### src/core/regstat_defs.svh
`ifndef REGSTAT_DEFS_SVH
`define REGSTAT_DEFS_SVH

`define ADDR_STATUS        8'h05
`define ADDR_IRQ_MASK      8'h06
`define ADDR_IRQ_LATCH     8'h07
`define MASK_RESET_VAL     8'hFF
`define STATUS_RESET_VAL   8'h00
`define BIT_POWER_GOOD     7
`define BIT_UNDERVOLT      6
`define BIT_OVERVOLT       5
`define BIT_RISING         4
`define BIT_FALLING        3
`define BIT_SOFT_RESET     2
`define BIT_THERMAL        1
`define BIT_ENABLED        0
`define NUM_SOURCES        5

`endif

### src/core/regstat_pkg.sv
package regstat_pkg;
    typedef struct packed {
        logic power_good;
        logic input_undervolt;
        logic input_overvolt;
        logic rising_slew;
        logic falling_slew;
        logic thermal_shutdown;
        logic converter_enabled;
    } analog_flags_s;

    typedef struct packed {
        logic       wr_en;
        logic       rd_en;
        logic [7:0] addr;
        logic [7:0] wdata;
    } reg_req_s;

    typedef enum logic [1:0] {
        IRQ_IDLE   = 2'b01,
        IRQ_ACTIVE = 2'b10
    } irq_state_e;
endpackage

### src/core/sticky_bit.sv
`timescale 1ns/1ns
`default_nettype none
module sticky_bit (
    input  wire logic mclk,
    input  wire logic srst,
    input  wire logic set_pulse,
    input  wire logic clr_pulse,
    output var  logic bit_q
);
    logic bit_next;

    // Set wins over a coincident clear
    assign bit_next = set_pulse | (bit_q & ~clr_pulse);

    always_ff @(posedge mclk) begin
        if (srst) begin
            bit_q <= 1'b0;
        end else begin
            bit_q <= bit_next;
        end
    end
endmodule // sticky_bit
`default_nettype wire

### src/core/regulator_status_irq_mask.sv
`timescale 1ns/1ns
`default_nettype none
`include "regstat_defs.svh"
module regulator_status_irq_mask
    import regstat_pkg::*;
#(
    parameter int NSRC = `NUM_SOURCES
) (
    input  wire logic          mclk,
    input  wire logic          srst,
    input  wire reg_req_s      req,
    input  wire logic          soft_reset_cmd,
    input  wire analog_flags_s flags,
    output var  logic [7:0]    rdata,
    output var  logic          converter_shutdown,
    output var  logic          irq_n
);
    logic [7:0]      mask_reg;
    logic [7:0]      mask_next;
    logic            soft_flag;
    logic [7:0]      rdata_next;
    logic [NSRC-1:0] latch_q;
    logic [NSRC-1:0] latch_set;
    logic [NSRC-1:0] latch_clr;
    logic            rising_prev;
    logic            falling_prev;
    logic            thermal_prev;
    logic            enabled_prev;
    logic            rd_status;
    logic            rd_latch;
    logic            wr_mask;
    logic            rd_mask;
    logic            irq_any;
    logic            shutdown_next;
    logic [7:0]      live;
    irq_state_e      irq_state;

    assign rd_status = req.rd_en && (req.addr == `ADDR_STATUS);
    assign rd_mask   = req.rd_en && (req.addr == `ADDR_IRQ_MASK);
    assign rd_latch  = req.rd_en && (req.addr == `ADDR_IRQ_LATCH);
    assign wr_mask   = req.wr_en && (req.addr == `ADDR_IRQ_MASK);

    // Whole byte writable, reserved bits included
    assign mask_next = wr_mask ? req.wdata : mask_reg;

    // Live status byte
    assign live = {flags.power_good,
                   flags.input_undervolt,
                   flags.input_overvolt,
                   flags.rising_slew,
                   flags.falling_slew,
                   soft_flag,
                   flags.thermal_shutdown,
                   flags.converter_enabled};

    // Latch events: rising edges of slew, thermal; falling edge of enable; soft-reset command
    assign latch_set = {flags.rising_slew & ~rising_prev,
                        flags.falling_slew & ~falling_prev,
                        soft_reset_cmd,
                        flags.thermal_shutdown & ~thermal_prev,
                        ~flags.converter_enabled & enabled_prev};
    assign latch_clr = {NSRC{rd_latch}};

    assign shutdown_next = flags.input_undervolt | flags.input_overvolt;

    assign irq_any = |(latch_q & ~mask_reg[NSRC-1:0]);

    always_comb begin
        rdata_next = 8'h00;
        if (rd_status) begin
            rdata_next = live;
        end else if (rd_mask) begin
            rdata_next = mask_reg;
        end else if (rd_latch) begin
            rdata_next = {{(8-NSRC){1'b0}}, latch_q};
        end
    end

    // Software-reset status: set by command, cleared only by its read or by srst
    sticky_bit u_soft_flag (
        .mclk      (mclk),
        .srst      (srst),
        .set_pulse (soft_reset_cmd),
        .clr_pulse (rd_status),
        .bit_q     (soft_flag)
    );

    genvar g;
    generate
        for (g = 0; g < NSRC; g++) begin : g_latch
            sticky_bit u_latch (
                .mclk      (mclk),
                .srst      (srst),
                .set_pulse (latch_set[g]),
                .clr_pulse (latch_clr[g]),
                .bit_q     (latch_q[g])
            );
        end
    endgenerate

    always_ff @(posedge mclk) begin
        if (srst) begin
            mask_reg           <= `MASK_RESET_VAL;
            rdata              <= 8'h00;
            converter_shutdown <= 1'b0;
            rising_prev        <= 1'b0;
            falling_prev       <= 1'b0;
            thermal_prev       <= 1'b0;
            enabled_prev       <= 1'b0;
        end else begin
            mask_reg           <= mask_next;
            rdata              <= rdata_next;
            converter_shutdown <= shutdown_next;
            rising_prev        <= flags.rising_slew;
            falling_prev       <= flags.falling_slew;
            thermal_prev       <= flags.thermal_shutdown;
            enabled_prev       <= flags.converter_enabled;
        end
    end

    // Interrupt output state
    always_ff @(posedge mclk) begin
        if (srst) begin
            irq_state <= IRQ_IDLE;
            irq_n     <= 1'b1;
        end else begin
            case (irq_state)
                IRQ_IDLE: begin
                    if (irq_any) begin
                        irq_state <= IRQ_ACTIVE;
                        irq_n     <= 1'b0;
                    end
                end
                IRQ_ACTIVE: begin
                    if (!irq_any) begin
                        irq_state <= IRQ_IDLE;
                        irq_n     <= 1'b1;
                    end
                end
                default: begin
                    irq_state <= IRQ_IDLE;
                    irq_n     <= 1'b1;
                end
            endcase
        end
    end
endmodule // regulator_status_irq_mask
`default_nettype wire

### config.mk
export PLATFORM = sky130hd
export DESIGN_NAME = regulator_status_irq_mask
export DESIGN_NICKNAME = d
export VERILOG_FILES = /design/src/core/regstat_pkg.sv /design/src/core/sticky_bit.sv /design/src/core/regulator_status_irq_mask.sv
export VERILOG_INCLUDE_DIRS = /design/src /design/src/core
export SDC_FILE = /design/constraint.sdc
export NUM_CORES = 1
export LEC_CHECK = 0
export BUFFER_PORTS_ARGS = -buffer_cell sky130_fd_sc_hd__buf_2
export CAP_MARGIN = 15
export CORE_MARGIN = 2
export CORE_UTILIZATION = 30
export DETAILED_ROUTE_END_ITERATION = 16
export PLACE_DENSITY = 0.59
export SYNTH_ARGS = -nofsm -noshare
export SYNTH_HDL_FRONTEND = slang
export SYNTH_SLANG_ARGS = --single-unit
### constraint.sdc
create_clock -name mclk -period 1.68 [get_ports mclk]
set_input_delay 0.336 -clock mclk [delete_from_list [all_inputs] [get_ports mclk]]
set_output_delay 0.336 -clock mclk [all_outputs]
set_load 0.005 [all_outputs]
* Yosys cells after proc, flatten, opt, wreduce, memory -nomap -nowiden
Index checks and enable logic that the tools add are counted.
** Cells by class
- Equal/unequal tests :: 7
- Muxes and demuxes :: 9
- Bitwise gates (word level) :: 25
- Reductions and logical operators :: 6
** Operator list (count)
- $eq 8x3->1 const B :: 3
- $mux 8 :: 2
- $and 1x1->1 :: 10
- $or 1x1->1 :: 7
- $not 1->1 :: 6
- $and 5x5->5 :: 1
- $mux 5 :: 1
- $not 5->5 :: 1
- $reduce_or 5->1 :: 1
- $logic_and 1x1->1 :: 4
- $mux 2 :: 2
- $ne 2x2->1 const B :: 2
- $pmux 2 s2 :: 1
- $eq 2x1->1 const B :: 1
- $eq 2x2->1 const B :: 1
- $mux 1 :: 2
- $pmux 1 s2 :: 1
- $reduce_and 2->1 :: 1
** Storage, ports and cells
- Flip-flop bits (word level) :: 30
- Input port bits :: 28
- Output and inout bits :: 10
- Word-level logic and storage cells :: 62

* Logic depth before layout (Yosys ltp)
- Depth in word-level cells :: 5
- Depth in mapped cells :: 5

* Cells and area by module
Synthesis repeated with hierarchy kept, for this count alone.
** Unflattened totals
- Cells, all modules :: 125
- Area total of the unflattened synthesis :: 1221.2 sq um
** By module, submodules not included
- regulator_status_irq_mask :: instances 1, cells an instance 101, area an instance 988.4 sq um, seq. area each 460.4 sq um
- sticky_bit :: instances 6, cells an instance 4, area an instance 38.8 sq um, seq. area each 20.0 sq um

* Worst setup path after synthesis
OpenSTA, ideal clock, no wires.
- Path kind :: input to register
- From :: input req[11] in the netlist's numbering
- To :: register mask_reg[0]
- Library setup time :: 72 ps
- Arrival :: 1728 ps
- Data required time :: 1608 ps
- Setup slack :: -120 ps
- Stages :: 4
- Buffers on the path :: 1
- Cells stage by stage :: or4b_4 > buf_6 > nor4_4 > mux2i_1
** Between the ends
- Longest elaborated chain between the ends :: 2
** RTL lines
- start: declaration :: RTL line regulator_status_irq_mask.sv:11 : input wire reg_req_s req,
- $eq 8x3->1 (no source line)
- $logic_and 1x1->1 :: RTL line regulator_status_irq_mask.sv:41 : assign wr_mask = req.wr_en && (req.addr == `ADDR_IRQ_MASK);
- end signal: assignment :: RTL line regulator_status_irq_mask.sv:103 : mask_reg <= `MASK_RESET_VAL;
- end signal: assignment :: RTL line regulator_status_irq_mask.sv:111 : mask_reg <= mask_next;
- end: declaration :: RTL line regulator_status_irq_mask.sv:18 : logic [7:0] mask_reg;
No other way between the ends.
A chain may end at the register's enable or synchronous reset.

* Worst setup path after layout
- From :: input req[11] in the netlist's numbering
- To :: register rdata[0]
** Between the ends
- Longest elaborated chain between the ends :: 5
** RTL lines
- $eq 8x3->1 (no source line)
- $logic_and 1x1->1 :: RTL line regulator_status_irq_mask.sv:40 : assign rd_latch = req.rd_en && (req.addr == `ADDR_IRQ_LATCH);
- $mux 5 :: RTL line regulator_status_irq_mask.sv:74 : end else if (rd_latch) begin
- $mux 8 :: RTL line regulator_status_irq_mask.sv:72 : end else if (rd_mask) begin
- $mux 8 (*) :: RTL line regulator_status_irq_mask.sv:70 : if (rd_status) begin
- end signal: assignment :: RTL line regulator_status_irq_mask.sv:112 : rdata <= rdata_next;
- end: declaration :: RTL line regulator_status_irq_mask.sv:14 : output var logic [7:0] rdata,
Every way passes the cells marked *; elsewhere a longest branch is shown, timed or not.

==> qor.yml <==
fin_hold_ws_ps: 304
ant_nets: 0
path_max_fanout: 8
wirelength_um: 2670
leakage_nw: 0.644
finalMaxSlewViolations: 0
min_period_ps: 1430
cts.path.max_buffers: 2
r2r_start: "mask_reg[2]$_SDFFE_PP1P_"
die_area_um2: 4480
finalSetupViolCount: 0
r2r_cells: 2
placed_cells: 207
worstHoldStart: "flags[5]"
die_w_um: 66.9
path_cells: "buf_2 > or4b_4 > or3_1 > nor2_1"
postCtsHoldBufs: 0
yosys.area_share.simple_pct: 21.2
synth_cell_types: 24
core.rowCount: 22
hold_path_class: "input port to flop"
grt_antenna_before_repair: 0
timing.fmax_mhz: 698
fin_crit_sh_pct: 85.3
start_kind: "input port"
drive_above_1_share_pct: 34.1
worst_slew_pin_slew_ps: 292
drt_iter0_drc: 27
power_mw: 1.58
finalSetupTns_ps: 0
rrSetupSlack_ps: 680
slowest_stage: "or4b_4"
slew_headroom_pct: 80.3
cts-htree-levels: 2
postCtsSetupBuffers: 0
drcViolationCount: 0
max_cap_viol_count: 0
mappedNetlistArea_um2: 1190
insertedDiodeCount: 0
nNetsFinal: 194
cp_data_required_time_ps: 1890
track_usage_pct: 13.6
hold_viol: 0
min_to: "converter_shutdown$_SDFF_PP0_"
post_cts_resized: 0
status: "complete, no violations"
yosys.area_share.adder_pct: 0
final_cells: 215
cts_sinks: 29
rr_endpoint: "irq_state[1]$_SDFFE_PP0P_"
overflow: 0
criticalPathCategory: "input port to flop"
vias_per_cell: 4.61
synth_seq_cells: 29
synth_warnings: 0
yosys-mux-area-fraction_pct: 11.5
core_area_um2: 3740
place_hpwl_um: 2080
arrival_ps: 1640
wl_per_cell_um: 12.4
start_util_pct: 31.7
grt_max_degree: 29
placedInstanceArea_um2: 1440
ios: 38
grt_pass1_wl_um: 4440
yosysSeqAreaShare_pct: 48.9
final_area_um2: 1550
syn_to_final_growth_pct: 30.8
layout_common_cells: "buf_2, nor2_1, dfxtp_1, nor2b_1"
hold_depth: 3
grt_pass1_vias: 1005
skew_ps: 3.32
syn_nets: 153
rsz0062_at_grt: "no"
p_per_area_nw_per_um2: 1020
numPortBuffers: 37
clkTransAtPathRegs_ps: 60
clkLatencyLatePin_ps: 280
synth_compound_area_share_pct: 13.3
cp_slowest_stage_delay_ps: 560
numCtsBuffers: 5
netlist_instances: 125
syn_area_per_cell_um2: 9.50
end_kind: "flop"
cts_tree: "yes"
firstDrtPassIters: 4
synth_xor_area_share_pct: 0.738
final_common_cell: "buf_2"
root_buffer: "clkbuf_8"
ir_drop_uv: 536
vias: 992
synth_top_family_by_area: "simple AND/OR/NAND/NOR gates"
place.gp.congestion: 0.812
die_h_um: 66.9
-- worst max path at each step --
stage               startpoint                  endpoint  cells past startpoint
floorplan              req[11]  mask_reg[0]$_SDFFE_PP1P_                      4
global placement       req[11]       rdata[2]$_SDFF_PP0_                      4
detailed placement     req[11]       rdata[0]$_SDFF_PP0_                      4
CTS                    req[11]       rdata[0]$_SDFF_PP0_                      4
global route           req[11]       rdata[0]$_SDFF_PP0_                      4
finish                 req[11]       rdata[0]$_SDFF_PP0_                      4
-- synth_stat cells --
cell type | count | area share [%]
o41ai_1 | 1 | 0.74
inv_1 | 3 | 0.95
o22ai_1 | 1 | 0.53
or3_1 | 1 | 0.53
buf_1 | 1 | 0.32
or4b_4 | 1 | 1.2
clkbuf_1 | 7 | 2.2
a22oi_1 | 8 | 5.1
o31ai_1 | 5 | 3.2
nor2b_1 | 9 | 4.7
mux2i_1 | 8 | 6.7
or3b_1 | 1 | 0.74
mux2_2 | 5 | 4.7
buf_6 | 1 | 0.95
dfxtp_1 | 29 | 49
a311oi_1 | 1 | 0.74
o41a_1 | 1 | 0.95
xnor2_1 | 1 | 0.74
nand3b_1 | 1 | 0.63
nor2_1 | 29 | 9.2
a21oi_1 | 5 | 2.1
nand2_1 | 1 | 0.32
nor4_4 | 1 | 1.8
nand2b_1 | 4 | 2.1
-- cell families (layout without fill, tap and decap cells) --
family | after synthesis | after routing
mux | 13 | 13
flops | 29 | 29
xor+xnor | 1 | 1
compound gates | 22 | 22
buf+inv | 12 | 54
simple gates | 48 | 48
-- cell type report --
cell class                      count  area [µm²]
Fill cell                         408        2190
Sequential cell                    29         581
Tap cell                           48        60.1
Timing Repair Buffer               43         230
Clock buffer                        7        86.3
Clock inverter                      1        30.0
Inverter                            3        11.3
Multi-Input combinational cell     84         554
-- report_power, final --
group | switching [mW] | internal (mW)
logic | 0.0621 | 0.0668
clock network | 0.252 | 0.483
registers | 0.00891 | 0.706
-- layer usage --
metal / global-route usage (%) / up-vias / wire (µm)
li1: - / 512 / -
met1: 15.9 / 441 / 1220
met2: 21.5 / 32 / 1220
met3: 5.24 / 7 / 175
met4: 6.89 / 0 / 52
met5: 0 / - / 0
-- worst max-delay path: cells and delay by family --
kind / cells / cell delay [ps]
buffers and inverters: 1 / 100
AND/OR/NAND/NOR: 3 / 1210
-- per-stage QoR --
| step | setup WS [ps] | util [%] |
|---|---|---|
| 2_1_floorplan | -120 | - |
| 3_3_place_gp | -0.134 | 38.4 |
| 3_5_place_dp | -43.6 | 38.4 |
| 4_1_cts | 247 | 41.5 |
| 5_1_grt | 199 | 41.5 |
| 6_report | 247 | 41.5 |
No activity file was read; power rests on OpenSTA's default activity.
